## config.mk

```make
export PLATFORM = sky130hd
export DESIGN_NAME = osc_clock_ctrl
export DESIGN_NICKNAME = d
export VERILOG_FILES = /design/src/logic/osc_pkg.sv /design/src/logic/clk_div_enable.sv /design/src/logic/osc_clock_ctrl.sv
export SDC_FILE = /design/constraint.sdc
export NUM_CORES = 1
export LEC_CHECK = 0
export ABC_AREA = 1
export BUFFER_PORTS_ARGS = -buffer_cell sky130_fd_sc_hd__buf_2
export CAP_MARGIN = 20
export CORE_MARGIN = 1.5
export CORE_UTILIZATION = 40
export CTS_BUF_LIST = sky130_fd_sc_hd__clkbuf_16
export CTS_CLUSTER_SIZE = 40
export DETAILED_ROUTE_END_ITERATION = 6
export HOLD_SLACK_MARGIN = 0.12
export SYNTH_ARGS = -nofsm -noshare
export SYNTH_HDL_FRONTEND = slang
export SYNTH_HIERARCHICAL = 1
export SYNTH_SLANG_ARGS = --single-unit
```

## constraint.sdc

```tcl
create_clock -name mclk -period 1.2 [get_ports mclk]
set_input_delay 0.12 -clock mclk [delete_from_list [all_inputs] [get_ports mclk]]
set_output_delay 0.12 -clock mclk [all_outputs]
set_load 0.05 [all_outputs]
```

## src/logic/osc_pkg.sv

```systemverilog
// Purpose: shared constants for the oscillator and clock-select block
// Assumes: 8-bit special-function register port, one 100 MHz clock
// Notes: offsets are the register addresses on the core's register port
package osc_pkg;
	localparam logic [7:0] ADDR_EXT_CTRL = 8'hB1;
	localparam logic [7:0] ADDR_INT_CTRL = 8'hB2;
	localparam logic [7:0] ADDR_INT_TRIM = 8'hB3;
	localparam logic [7:0] RST_INT_CTRL = 8'hC0;
	localparam logic [6:0] RST_TRIM = 7'h40;
	localparam logic [7:0] RST_EXT_CTRL = 8'h00;
	localparam int B_ON = 7;
	localparam int B_FOK = 6;
	localparam int B_SUSP = 5;
	localparam int B_XVALID = 7;
	localparam int DIV_W = 3;
	localparam int CNT_W = 7;
	localparam logic [CNT_W-1:0] SETTLE_CYCLES = 7'h10;
	localparam real CLK_PERIOD_NS = 10.0;
	localparam real XO_SETTLE_US = 1.0;
	localparam int XO_SETTLE_CYC = int'(XO_SETTLE_US * 1000.0 / CLK_PERIOD_NS);
	typedef enum logic [1:0] {
		SRC_INT = 2'b00,
		SRC_EXT = 2'b01,
		SRC_RTC = 2'b10,
		SRC_MUL = 2'b11
	} clk_src_t;
	typedef enum logic [2:0] {
		XO_OFF0 = 3'b000,
		XO_OFF1 = 3'b001,
		XO_CMOS = 3'b010,
		XO_CMOS_H = 3'b011,
		XO_RC = 3'b100,
		XO_CAP = 3'b101,
		XO_XTAL = 3'b110,
		XO_XTAL_H = 3'b111
	} xo_mode_t;
	typedef enum logic [1:0] {
		ST_RUN = 2'b00,
		ST_SUSP = 2'b01,
		ST_WAKE = 2'b10
	} osc_state_t;
endpackage : osc_pkg

```

## src/logic/clk_div_enable.sv

```systemverilog
// Purpose: power-of-two divider giving a one-cycle enable per system clock tick
// Assumes: the oscillator enable runs at the base rate
// Notes: a new ratio is loaded only at a period boundary, so no runt ticks
`timescale 1ns/1ps
module clk_div_enable #(
	parameter int W = 3
) (
	input wire logic mclk,
	input wire logic srst,
	input wire logic osc_tick,
	input wire logic [W-1:0] div_sel,
	output logic tick_out
);
	logic [(1<<W)-2:0] cnt_r;
	logic [W-1:0] sel_r;
	logic [(1<<W)-2:0] mask;
	logic wrap;
	// divide by 2^(7-sel): code 000 gives /128, 111 gives /1
	assign mask = {((1<<W)-1){1'b1}} >> sel_r;
	assign wrap = ((cnt_r & mask) == mask);
	// ratio changes only when the period wraps, keeping each tick whole
	always_ff @(posedge mclk) begin
		if (srst) begin
			cnt_r <= '0;
			sel_r <= '0;
			tick_out <= 1'b0;
		end else begin
			tick_out <= osc_tick && wrap;
			if (osc_tick) begin
				cnt_r <= wrap ? '0 : cnt_r + 1'b1;
				if (wrap) begin
					sel_r <= div_sel;
				end
			end
		end
	end
endmodule : clk_div_enable

```

## src/logic/osc_clock_ctrl.sv

```systemverilog
// Purpose: internal oscillator control, suspend/wake, source select, ext osc pins
// Assumes: register port is a simple 8-bit write strobe / read data pair
// Notes: clocks are modelled as one-cycle enables of mclk
`timescale 1ns/1ps
module osc_clock_ctrl #(
	parameter int XO_SETTLE = osc_pkg::XO_SETTLE_CYC
) (
	input wire logic mclk,
	input wire logic srst,
	input wire logic reg_wr,
	input wire logic reg_rd,
	input wire logic [7:0] reg_addr,
	input wire logic [7:0] reg_wdata,
	output logic [7:0] reg_rdata,
	input wire logic [1:0] clk_src_sel,
	input wire logic [2:0] mul_factor_sel,
	input wire logic [1:0] mul_base_sel,
	input wire logic port0_match,
	input wire logic port1_match,
	input wire logic cmp0_en,
	input wire logic cmp0_out,
	input wire logic cmp1_en,
	input wire logic cmp1_out,
	input wire logic rtc_osc_fail,
	input wire logic rtc_alarm,
	input wire logic ext_osc_tick,
	input wire logic rtc_osc_tick,
	output logic core_clock_out,
	output logic int_osc_tick,
	output logic core_halted,
	output logic xo_pin_in,
	output logic xo_pin_out,
	output logic [6:0] trim_out
);
	import osc_pkg::*;

	// ----------------------------------------------------------------
	// registers
	// ----------------------------------------------------------------
	logic int_osc_on_r;
	logic [DIV_W-1:0] int_osc_divider_sel;
	logic [6:0] trim_r;
	logic [2:0] ext_osc_mode_sel;
	logic [2:0] xo_freq_range;
	logic susp_req;
	logic freq_ok_r;
	logic [CNT_W-1:0] settle_r;
	logic [15:0] xo_cnt_r;
	logic xo_valid_r;
	osc_state_t st_r;
	osc_state_t st_nxt;
	logic wr_ctrl;
	logic wr_trim;
	logic wr_ext;
	logic wake;
	logic osc_runs;
	logic int_tick_r;
	logic sys_tick;
	logic div_tick;
	logic src_tick;
	logic ext_half_r;
	logic ext_tick_m;
	logic mul_tick;
	logic [2:0] mul_cnt_r;
	logic [2:0] mul_lim;
	logic [7:0] rdata_nxt;
	logic xo_crystal;
	logic xo_enabled;

	assign wr_ctrl = reg_wr && (reg_addr == ADDR_INT_CTRL);
	assign wr_trim = reg_wr && (reg_addr == ADDR_INT_TRIM);
	assign wr_ext = reg_wr && (reg_addr == ADDR_EXT_CTRL);

	// ----------------------------------------------------------------
	// wake events and suspend state
	// ----------------------------------------------------------------
	// raw sources only; interrupt enables are never consulted
	assign wake = port0_match || port1_match || (cmp0_en && !cmp0_out)
		|| (cmp1_en && !cmp1_out) || rtc_osc_fail || rtc_alarm;
	assign susp_req = wr_ctrl && reg_wdata[B_SUSP];

	always_comb begin
		st_nxt = st_r;
		case (st_r)
			ST_RUN: if (susp_req) st_nxt = ST_SUSP;
			ST_SUSP: if (wake) st_nxt = ST_WAKE;
			ST_WAKE: st_nxt = ST_RUN;
			default: st_nxt = ST_RUN;
		endcase
	end

	always_ff @(posedge mclk) begin
		if (srst) st_r <= ST_RUN;
		else st_r <= st_nxt;
	end

	// ----------------------------------------------------------------
	// control, trim and external registers
	// ----------------------------------------------------------------
	always_ff @(posedge mclk) begin
		if (srst) begin
			int_osc_on_r <= RST_INT_CTRL[B_ON];
			int_osc_divider_sel <= RST_INT_CTRL[DIV_W-1:0];
			trim_r <= RST_TRIM;
			ext_osc_mode_sel <= RST_EXT_CTRL[6:4];
			xo_freq_range <= RST_EXT_CTRL[2:0];
		end else begin
			if (wr_ctrl) begin
				int_osc_on_r <= reg_wdata[B_ON];
				int_osc_divider_sel <= reg_wdata[DIV_W-1:0];
			end
			if (wr_trim) trim_r <= reg_wdata[6:0];
			if (wr_ext) begin
				ext_osc_mode_sel <= reg_wdata[6:4];
				xo_freq_range <= reg_wdata[2:0];
			end
		end
	end

	// ----------------------------------------------------------------
	// internal oscillator model and settle flag
	// ----------------------------------------------------------------
	assign osc_runs = int_osc_on_r && (st_r == ST_RUN);

	// trim write or oscillator stop costs a short resettle before ready
	always_ff @(posedge mclk) begin
		if (srst) begin
			settle_r <= '0;
			freq_ok_r <= 1'b0;
			int_tick_r <= 1'b0;
		end else begin
			int_tick_r <= osc_runs;
			if (!osc_runs || wr_trim) begin
				settle_r <= '0;
				freq_ok_r <= 1'b0;
			end else if (settle_r == SETTLE_CYCLES) begin
				freq_ok_r <= 1'b1;
			end else begin
				settle_r <= settle_r + 1'b1;
			end
		end
	end

	clk_div_enable #(.W(DIV_W)) u_div (
		.mclk(mclk),
		.srst(srst),
		.osc_tick(int_tick_r),
		.div_sel(int_osc_divider_sel),
		.tick_out(div_tick)
	);

	// ----------------------------------------------------------------
	// external oscillator mode, pins and crystal valid
	// ----------------------------------------------------------------
	assign xo_enabled = ext_osc_mode_sel[2] || ext_osc_mode_sel[1];
	assign xo_crystal = (ext_osc_mode_sel == XO_XTAL) || (ext_osc_mode_sel == XO_XTAL_H);

	always_ff @(posedge mclk) begin
		if (srst) begin
			xo_cnt_r <= '0;
			xo_valid_r <= 1'b0;
			ext_half_r <= 1'b0;
		end else begin
			if (!xo_crystal) begin
				xo_cnt_r <= '0;
				xo_valid_r <= 1'b0;
			end else if (xo_cnt_r == 16'(XO_SETTLE)) begin
				xo_valid_r <= 1'b1;
			end else begin
				xo_cnt_r <= xo_cnt_r + 1'b1;
			end
			if (ext_osc_tick) ext_half_r <= !ext_half_r;
		end
	end

	// halved modes pass every second external tick
	assign ext_tick_m = xo_enabled && ext_osc_tick
		&& (!ext_osc_mode_sel[0] || ext_osc_mode_sel[2:1] == 2'b10 || ext_half_r);

	// ----------------------------------------------------------------
	// multiplier: every base tick passes; the 2/n skip counter does not gate the output
	// ----------------------------------------------------------------
	// factor codes 0..5 give counter limits 1, 3, 4, 5, 6, 7
	assign mul_lim = (mul_factor_sel == 3'h0) ? 3'h1 : 3'(mul_factor_sel + 3'h2);

	always_ff @(posedge mclk) begin
		if (srst) begin
			mul_cnt_r <= '0;
			mul_tick <= 1'b0;
		end else begin
			mul_tick <= 1'b0;
			if ((mul_base_sel == 2'b00) ? int_tick_r : ext_tick_m) begin
				// a tick on the selected base input advances the counter by two
				mul_cnt_r <= (mul_cnt_r + 3'h2 >= mul_lim) ? 3'h0 : 3'(mul_cnt_r + 3'h2);
				mul_tick <= 1'b1;
			end
		end
	end

	// ----------------------------------------------------------------
	// source selection and outputs
	// ----------------------------------------------------------------
	always_comb begin
		case (clk_src_t'(clk_src_sel))
			SRC_INT: src_tick = div_tick;
			SRC_EXT: src_tick = ext_tick_m;
			SRC_RTC: src_tick = rtc_osc_tick;
			default: src_tick = mul_tick;
		endcase
	end
	// the core only sleeps when the internal oscillator feeds it
	assign sys_tick = src_tick && !((st_r != ST_RUN) && clk_src_sel == SRC_INT);

	always_comb begin
		rdata_nxt = 8'h00;
		case (reg_addr)
			ADDR_INT_CTRL: rdata_nxt = {int_osc_on_r, freq_ok_r, 1'b0, 2'b00,
				int_osc_divider_sel};
			ADDR_INT_TRIM: rdata_nxt = {1'b0, trim_r};
			ADDR_EXT_CTRL: rdata_nxt = {xo_valid_r && xo_crystal, ext_osc_mode_sel,
				1'b0, xo_freq_range};
			default: rdata_nxt = 8'h00;
		endcase
	end

	always_ff @(posedge mclk) begin
		if (srst) begin
			reg_rdata <= 8'h00;
			core_clock_out <= 1'b0;
			int_osc_tick <= 1'b0;
			core_halted <= 1'b0;
			xo_pin_in <= 1'b0;
			xo_pin_out <= 1'b0;
			trim_out <= RST_TRIM;
		end else begin
			if (reg_rd) reg_rdata <= rdata_nxt;
			core_clock_out <= sys_tick;
			int_osc_tick <= int_tick_r;
			core_halted <= (st_nxt != ST_RUN) && clk_src_sel == SRC_INT;
			xo_pin_in <= xo_crystal;
			xo_pin_out <= xo_enabled;
			trim_out <= trim_r;
		end
	end
endmodule : osc_clock_ctrl

```

Word level (Yosys, flattened, before mapping)
Cells that the tools add are included.
- word-level logic and storage cells: 87
- ROM bits: 0
- memories: 0
- latch bits: 0
- RAM bits: 0
- flip-flop bits (word level): 78
- input port bits: 37
- reductions and logical operators: 38
- bitwise logic cells: 2
- shift-type cells: 1
- $add $sub $neg: 3
- $mul: 0
- order comparisons: 0
- equality and inequality tests: 12
- multiplexer cells: 8
- div/mod/pow operators: 0
- operators with widths (operator ; count):
    8-bit == test, second input constant ; 3
    8-bit case mux with 3 select lines ; 1
    16-bit by 1-bit adder with 16-bit output, second input constant ; 1
    16-bit by 7-bit == test with 1-bit output, second input constant ; 1
    7-bit by 1-bit adder with 7-bit output, second input constant ; 2
    1-bit logical AND ; 14
    1-bit logical OR ; 10
    7-bit AND ; 1
    7-bit by 5-bit == test with 1-bit output, second input constant ; 1
    7-bit == test ; 1
    7-bit two-way mux ; 1
    7-bit by 3-bit right shift with 7-bit output, first input constant ; 1
    3-bit == test, second input constant ; 2
    1-bit logical NOT ; 6
    2-bit logical NOT ; 3
    2-bit by 1-bit == test with 1-bit output, second input constant ; 2
    2-bit == test, second input constant ; 2
    2-bit two-way mux ; 2
    2-bit case mux with 2 select lines ; 1
    2-bit nonzero test ; 2
    2-bit OR reduction ; 2
    1-bit case mux with 3 select lines ; 1
    1-bit two-way mux ; 2
    2-bit AND reduction ; 1
    1-bit inverter ; 1

Depth between registers and ports, before layout
Gate-level depths: netlist of the first run.
- depth in word-level cells: 10
- depth in mapped cells: 8

Hierarchy
The synthesis of the first run kept the hierarchy.
- by module, submodules not included (module ; times used ; sequential area each (um^2) ; area each (um^2) ; cells each):
    osc_clock_ctrl ; 1 ; 1341.3 ; 2981.6 ; 391
    clk_div_enable ; 1 ; 220.2 ; 561.8 ; 68

Worst setup path before layout of the first run
OpenSTA, ideal clock, no wires.
- path kind: flip-flop to flip-flop
- start: register xo_cnt_r[0]
- end: register xo_cnt_r[14]
- arrival time: 1.142 ns
- path slack: -0.057 ns
- clock period less this slack: 1.257 ns
- library setup time: 0.115 ns
- stages on the path, launching flop included: 9
- path through: dfxtp_1 ha_1 nand2_2 nor2_4 nand4_4 nor2_2 nand3_1 nand2_1 nor2_1
- cells in the longest elaborated chain, start to end: 1
- elaborated cells between the ends (all ways): 2
- classes of those cells: 1 x add/sub; 1 x eq/ne
- ends and longest elaborated chain (element ; RTL line ; text):
    start: declaration ; osc_clock_ctrl.sv:48 ; logic [15:0] xo_cnt_r;
    start signal: assignment ; osc_clock_ctrl.sv:170 ; xo_cnt_r <= xo_cnt_r + 1'b1;
    16-bit by 1-bit adder with 16-bit output / 16-bit by 7-bit == test with 1-bit output (equally long branches) ; osc_clock_ctrl.sv:170, osc_clock_ctrl.sv:167 ;
Parallel ways exist; a longest one is shown, timed or not.
A chain may end at the register's enable or synchronous reset.

Worst setup path in the final report of the first run
- start: register xo_cnt_r[1]
- end: register xo_cnt_r[0]
- cells in the longest elaborated chain, start to end: 1
- ends and longest elaborated chain (element ; RTL line ; text):
    16-bit by 7-bit == test with 1-bit output ; osc_clock_ctrl.sv:167 ; end else if (xo_cnt_r == 16'(XO_SETTLE)) begin
No other way between the ends.

==> results.txt, run 1 <==
----------------------------------------------------
[Outcome]
  Status ... finished with violations
  Violated checks ... negative setup slack

[Clock network]
  CTS H-Tree Depth ... 3
  Clock transition at the register clock pins on the worst setup and hold paths after CTS ... 0.06 ns
  CTS tree ... built
  Worst-skew pair later-pin latency ... 0.33 ns
  Number of sinks on the clock net ... 78
  CTS Buffer Depth ... 2
  Root buffer cell ... sky130_fd_sc_hd__clkbuf_16
  CTS buffer count ... 9

[STA]
  Least-Margin Pin Slew ... 0.2957 ns
  Final critical delay including setup and external delays ... 1.243 ns
  TNS Setup ... -0.1910 ns
  Period Utilization, post-route ... 103.6%
  Total setup violations reported at the end of the flow ... 7
  Smallest hold slack ... 0.1435 ns
  RSZ-0062 raised after global routing ... true
  Slew Limit Headroom ... 80.10%
  Final Worst Setup Slack ... -0.04321 ns
  Highest clock rate ... 804.4 MHz
  Final number of hold-violating endpoints ... 0
  Number of pins exceeding their max-slew limit in the final report ... 0
  Clock skew after layout ... 0.005761 ns

[Finish]
  Layout overhead on the synthesized area ... 35.45%
  Share of layout cells above drive strength 1 ... 32.86%
  Commonest non-fill, non-tap cell in the layout ... sky130_fd_sc_hd__nand2_1
  Finished Core Util ... 55.58%
  Inserted Diodes ... 0
  Fin nets ... 597
  Commonest cells after routing, fill and taps aside ... sky130_fd_sc_hd__nand2_1 (75), sky130_fd_sc_hd__dfxtp_1 (65), sky130_fd_sc_hd__buf_2 (52), sky130_fd_sc_hd__a21oi_1 (46), sky130_fd_sc_hd__inv_1 (44)
  Number of fillers in the final layout ... 770

[Setup path]
  Arrival time of data at the critical path endpoint ... 1.47 ns
  Setup slack, reg-to-reg ... -0.04 ns
  Category of cells accounting for the largest share of critical-path delay ... simple AND/OR/NAND/NOR gates
  Kind of end point of the critical path ... flip-flop
  Delay of the slowest cell on the worst path ... 0.36 ns
  Worst reg-to-reg path cell count ... 7
  Launching point of the worst reg2reg path ... xo_cnt_r[1]
  Critical Path Slowest Stage Cell ... sky130_fd_sc_hd__dfxtp_4
  Crit Path Max Fanout ... 4
  Required time of the critical path ... 1.42 ns
  Worst setup SP type ... flip-flop
  Type of the worst setup path ... flip-flop to flip-flop
  Number of buffers and inverters on the critical path ... 1
  Critical register-to-register path endpoint ... xo_cnt_r[0]
  Worst path cell trace ... inv_1, ha_4, nand3_1, nor2_2, nand2_2, o21ai_2, nor2_1

[Routing]
  DRC marker count from the first detailed-route iteration ... 76
  Total vias in the final route ... 3285
  Post-DRT Antenna Nets ... 0
  Total routed wirelength ... 8.471 mm
  Iteration count of the initial detailed-routing pass ... 4
  Vias per cell ... 4.918
  Detailed-route wire length per cell ... 12.68 um
  Residual DRC count ... 0

[Place]
  RePlAce Congestion ... 0.7771
  Detailed-placement wirelength estimate ... 5.683 mm
  Number of buffers inserted by port buffering ... 53

[Synthesis]
  Cell count after synthesis ... 459
  Flip-flop and latch count after synthesis ... 78
  Primary FF master, synth ... sky130_fd_sc_hd__dfxtp_1
  Synthesized net count ... 501
  Ys Warns ... 6
  Share of the yosys chip area belonging to registers ... 44.07%
  Per-instance average area after synthesis ... 7.720 um2
  Area of the mapped netlist ... 3543 um2
  Async SR Flop Fraction ... 0%
  Number of enable flip-flop cells after synthesis ... 0
  Number of distinct library cells after synthesis ... 37

[Global routing]
  Largest net degree at the start of global routing ... 22
  Number of antenna violations at the first check in global routing ... 0
  Most Used Layer, Global Route ... met2
  Remaining Overflow, GRT ... 0
  Met2 Resource Use GR ... 29.26%
  GR met1 Demand/Resource ... 23.04%
  Met3 Usage GRT ... 3.094%
  First-pass GRT wire length ... 13.74 mm
  Global routing usage summed across all routing layers ... 17.73%
  Vias in the first global route ... 3020

[Floorplanning]
  Placeable core area ... 8636 um2
  Cell row count ... 34
  Die span in y ... 97.12 um
  Chip width ... 97.12 um
  Num ports ... 57
  Starting Density ... 41.03%
  Die area ... 9432 um2

[Worst hold path]
  Sink of the worst hold path ... core_halted
  Count of cells along the worst hold path ... 3
  Hold path startpoint ... reg_wdata[5]
  Kind of path behind the tightest hold check ... input pin to flip-flop

[Pwr]
  Worst VDD drop ... 0.7076 mV
  Leakage power summed over all cells ... 0.001928 uW
  P per Cell Area ... 1275 nW/um2

[Job]
  Max-Cap Viols ... 0

----------------------------------------------------
[worst register-to-register path: cells and delay by family (launching register included)]
| family | cells | cell delay, ns |
|---|---|---|
| and+or+nand+nor | 4 | 0.41 |
| AOI/OAI and AO/OA | 1 | 0.14 |
| DFF | 1 | 0.36 |
| adders and majority gates | 1 | 0.14 |
| buffers and inverters | 1 | 0.10 |
[state kept, by name, summed over array words and instances, names as in the netlist, 2 cells and up]
| name | cells |
|---|---|
| xo_cnt_r | 16 |
| u_div/sel_r | 3 |
| settle_r | 7 |
| ext_osc_mode_sel | 3 |
| st_r | 2 |
| trim_out | 7 |
| reg_rdata | 8 |
| trim_r | 7 |
| int_osc_divider_sel | 3 |
| u_div/cnt_r | 7 |
| xo_freq_range | 3 |
[area by class of cell]
cell class / count / area, um2 / share of cell area [%]
Tap cell: 108 / 135.1 / 2.815
Inverter: 56 / 217.7 / 4.536
Sequential cell: 78 / 1590 / 33.13
Clock buffer: 9 / 225.2 / 4.692
Timing Repair Buffer: 95 / 659.4 / 13.74
Multi-Input combinational cell: 315 / 1858 / 38.71
Clock inverter: 7 / 113.9 / 2.372
[Yosys cell counts, types with 8 or more instances]
cell type,n,share of area (%)
sky130_fd_sc_hd__inv_1,48,5.1
sky130_fd_sc_hd__nor2_1,39,4.1
sky130_fd_sc_hd__o21ai_0,9,1.3
sky130_fd_sc_hd__nor2_2,13,2.3
sky130_fd_sc_hd__dfxtp_1,78,44
sky130_fd_sc_hd__inv_2,8,0.85
sky130_fd_sc_hd__o21ai_1,15,2.1
sky130_fd_sc_hd__a21oi_1,47,6.6
sky130_fd_sc_hd__xor2_1,8,2.0
sky130_fd_sc_hd__nand4_1,14,2.5
sky130_fd_sc_hd__nand2_1,79,8.4
sky130_fd_sc_hd__nand3_1,40,5.6
[stage by stage]
stage	total power, uW	instances	instance area [um2]	setup slack, ns
after floorplan	2873	459	3563	0.02236
after detailed placement	3016	635	4128	-0.07125
after global routing	6306	668	4800	-0.1114
after CTS	6129	664	4622	-0.04744
after global placement	3007	635	4128	-0.04093
final	6121	668	4800	-0.04321
[worst max path at each step]
stage	start	end	slack (ns)	cells past startpoint
global placement	xo_cnt_r[1]	xo_cnt_r[14]	-0.04	8
floorplan	xo_cnt_r[1]	xo_cnt_r[8]	0.02	6
CTS	xo_cnt_r[1]	xo_cnt_r[8]	-0.05	6
global route	xo_cnt_r[1]	xo_cnt_r[0]	-0.11	7
finish	xo_cnt_r[1]	xo_cnt_r[0]	-0.04	7
detailed placement	xo_cnt_r[1]	xo_cnt_r[14]	-0.07	8
[logic make-up after synthesis]
kind of cell / count (synthesis) / share of synthesized area, %
simple gates: 222 / 32.73
flops: 78 / 44.07
compound gates: 74 / 10.63
buf+inv: 66 / 7.309
xor+xnor: 13 / 3.213
fa+ha+maj: 5 / 1.766
mux: 1 / 0.2825
[layer usage]
| metal | up-vias | share of wire, % |
|---|---|---|
| met1 | 1511 | 49 |
| met2 | 69 | 47 |
| li1 | 1694 | - |
| met5 | - | 0 |
| met3 | 11 | 3.3 |
| met4 | 0 | 1.4 |
[timing repair]
item | 4_1_cts | 5_1_grt
endpoints found under the setup margin | 15 | 32
gates cloned | 0 | 1
hold buffers | 12 | 0
gates resized for setup | 11 | 40
endpoints found under the hold margin | 18 | 0
pin swaps | 3 | 13
buffers inserted | 1 | 3
[report_power, final]
group,leakage [uW],switching (uW),internal [uW]
combinational,0.00113,201,166
clock,0.000163,1090,2020
sequential,0.000638,29.2,2610
total,0.00193,1320,4800
Power figures use the tool's default switching activity.
==> run 2: changes to the inputs <==
- SETUP_SLACK_MARGIN: unset -> 0.02
==> run 2 against run 1 <==
The flow still finishes with violations (negative setup slack). Sequential power about the same. Sequential share of layout area increased by 0.30 points. Flip-flop and latch count stayed put. Fmax grew 0.65%. Total power down 0.25%. Global-route usage unchanged. Design area fell by 0.68%. Setup slack improved by 0.0080 ns. Clock power is essentially flat. Non-clock buffer count fell by 2. Clock-buffer cell count stayed put. Critical path type unchanged. Critical endpoint unchanged. Largest power group unchanged.
==> results.txt, run 2 (synthesis gave the netlist of run 1 again) <==
----------------------------------------------------
[Outcome]
  Status ... finished with violations
  Violated checks ... negative setup slack

[STA]
  RSZ-0062 raised after global routing ... true
  Least-Margin Pin Slew ... 0.3560 ns
  Final number of hold-violating endpoints ... 0
  Clock skew after layout ... 0.007844 ns
  Number of pins exceeding their max-slew limit in the final report ... 0
  Smallest hold slack ... 0.1275 ns
  Final critical delay including setup and external delays ... 1.235 ns
  Period Utilization, post-route ... 102.9%
  Highest clock rate ... 809.6 MHz
  Slew Limit Headroom ... 76.24%
  Final Worst Setup Slack ... -0.03521 ns
  Total setup violations reported at the end of the flow ... 7

[Routing]
  Total routed wirelength ... 8.403 mm
  Residual DRC count ... 0
  Total vias in the final route ... 3263
  Detailed-route wire length per cell ... 12.62 um
  Vias per cell ... 4.899
  Post-DRT Antenna Nets ... 0
  DRC marker count from the first detailed-route iteration ... 82
  Iteration count of the initial detailed-routing pass ... 4

[Setup path]
  Worst setup SP type ... flip-flop
  Setup slack, reg-to-reg ... -0.04 ns
  Kind of end point of the critical path ... flip-flop
  Critical Path Slowest Stage Cell ... sky130_fd_sc_hd__dfxtp_4
  Type of the worst setup path ... flip-flop to flip-flop
  Arrival time of data at the critical path endpoint ... 1.46 ns
  Required time of the critical path ... 1.42 ns
  Delay of the slowest cell on the worst path ... 0.36 ns
  Worst path cell trace ... inv_1, ha_4, nand3_1, nor2_2, nand2_2, o21ai_2, nor2_1
  Crit Path Max Fanout ... 4

[Floorplanning]
  Num ports ... 57
  Die span in y ... 97.12 um
  Die area ... 9432 um2
  Starting Density ... 41.03%
  Placeable core area ... 8636 um2
  Cell row count ... 34
  Chip width ... 97.12 um

[Finish]
  Layout overhead on the synthesized area ... 34.53%
  Biggest regs ... xo_cnt_r x16, reg_rdata x8
  Share of layout cells above drive strength 1 ... 33.33%
  Fin nets ... 595
  Non-Filler Instances ... 666
  Final design instance area without fill ... 4767 um2
  Largest reg by FF count ... xo_cnt_r
  Commonest cells after routing, fill and taps aside ... sky130_fd_sc_hd__nand2_1 (75), sky130_fd_sc_hd__dfxtp_1 (62), sky130_fd_sc_hd__buf_2 (53), sky130_fd_sc_hd__inv_1 (46), sky130_fd_sc_hd__a21oi_1 (44)
  Inserted Diodes ... 0
  Commonest non-fill, non-tap cell in the layout ... sky130_fd_sc_hd__nand2_1
  Number of fillers in the final layout ... 776
  Max FFs per register ... 16

[Global routing]
  Met2 Resource Use GR ... 29.26%
  Number of antenna violations at the first check in global routing ... 0
  First-pass GRT wire length ... 13.74 mm
  Vias in the first global route ... 3023
  Most Used Layer, Global Route ... met2
  GR met1 Demand/Resource ... 23.04%
  Largest net degree at the start of global routing ... 22
  Global routing usage summed across all routing layers ... 17.73%
  Remaining Overflow, GRT ... 0
  Met3 Usage GRT ... 3.094%

[Clock network]
  CTS H-Tree Depth ... 3
  CTS tree ... built
  Clock transition at the register clock pins on the worst setup and hold paths after CTS ... 0.06 ns
  CTS buffer count ... 9
  CTS Buffer Depth ... 2
  Worst-skew pair later-pin latency ... 0.33 ns
  Number of sinks on the clock net ... 78
  Root buffer cell ... sky130_fd_sc_hd__clkbuf_16

[Pwr]
  Leakage power summed over all cells ... 0.001922 uW
  Final total power ... 6106 uW
  Part of the total power dissipated in the clock network ... 51.0%
  Cell-internal power ... 4788 uW
  Net switching component of the power ... 1318 uW
  P per Cell Area ... 1281 nW/um2
  Worst VDD drop ... 0.7074 mV
  Sequential share of power ... 43.3%
  Switching part of the total ... 21.59%
  Combinational Power Share ... 5.7%

[Job]
  Max-Cap Viols ... 0

[Worst hold path]
  Kind of path behind the tightest hold check ... input pin to flip-flop

[Place]
  Cell count after placement ... 635
  Detailed-placement wirelength estimate ... 5.683 mm
  Setup slack after placement ... -0.07125 ns
  Placed inst area ... 4128 um2
  RePlAce Congestion ... 0.7771
  Number of buffers inserted by port buffering ... 53

----------------------------------------------------
==> run 2: cell type report <==
cell class	instances	area, um2	share of cell area (%)
flip-flops and latches	78	1594	33.44
clock inverters	7	113.9	2.388
repair buffers	93	618.1	12.97
clock buffers	9	225.2	4.724
inverters	56	210.2	4.409
multi-input cells	315	1871	39.24
well taps	108	135.1	2.835
==> run 2: worst paths after layout <==
check | startpoint | end | cells after the start
min reg2reg | trim_r[3] | trim_out[3] | 2
max | xo_cnt_r[1] | xo_cnt_r[0] | 7
max reg2reg | xo_cnt_r[1] | xo_cnt_r[0] | 7
min | srst | int_tick_r | 2
==> run 2: power groups by stage <==
stage | clock network (uW) | registers, uW | logic, uW
after CTS | 3140 | 2640 | 346
after detailed placement | 0 | 2700 | 314
after global placement | 0 | 2700 | 306
final | 3110 | 2640 | 349
after global routing | 3260 | 2640 | 387
after floorplan | 0 | 2720 | 153
==> run 2: worst max-delay path, delay by kind of cell (launching register included) <==
kind / cells / cell delay [ns]
AO/OA/AOI/OAI: 1 / 0.14
adder cells (fa/ha/maj): 1 / 0.14
buffers and inverters: 1 / 0.10
flip-flops: 1 / 0.36
AND/OR/NAND/NOR: 4 / 0.40
==> run 2: layer usage <==
metal,part of all wire [%],up-vias
met5,0,-
met4,1.4,0
li1,-,1690
met1,48,1506
met2,48,56
met3,2.9,11
==> run 2: stage by stage <==
stage	setup TNS (ns)	utilization, %
floorplan	0	-
global placement	-0.09201	47.80
detailed placement	-0.3772	47.80
CTS	-0.1311	53.58
global route	-0.7991	55.20
finish	-0.1356	55.20
==> run 2: what timing repair did <==
action / 4_1_cts / 5_1_grt
endpoints found under the hold margin: 18 / 0
setup buffers: 1 / 3
gates resized for setup: 15 / 37
hold buffers: 11 / 0
setup endpoints to repair: 24 / 36
pin swaps: 5 / 15
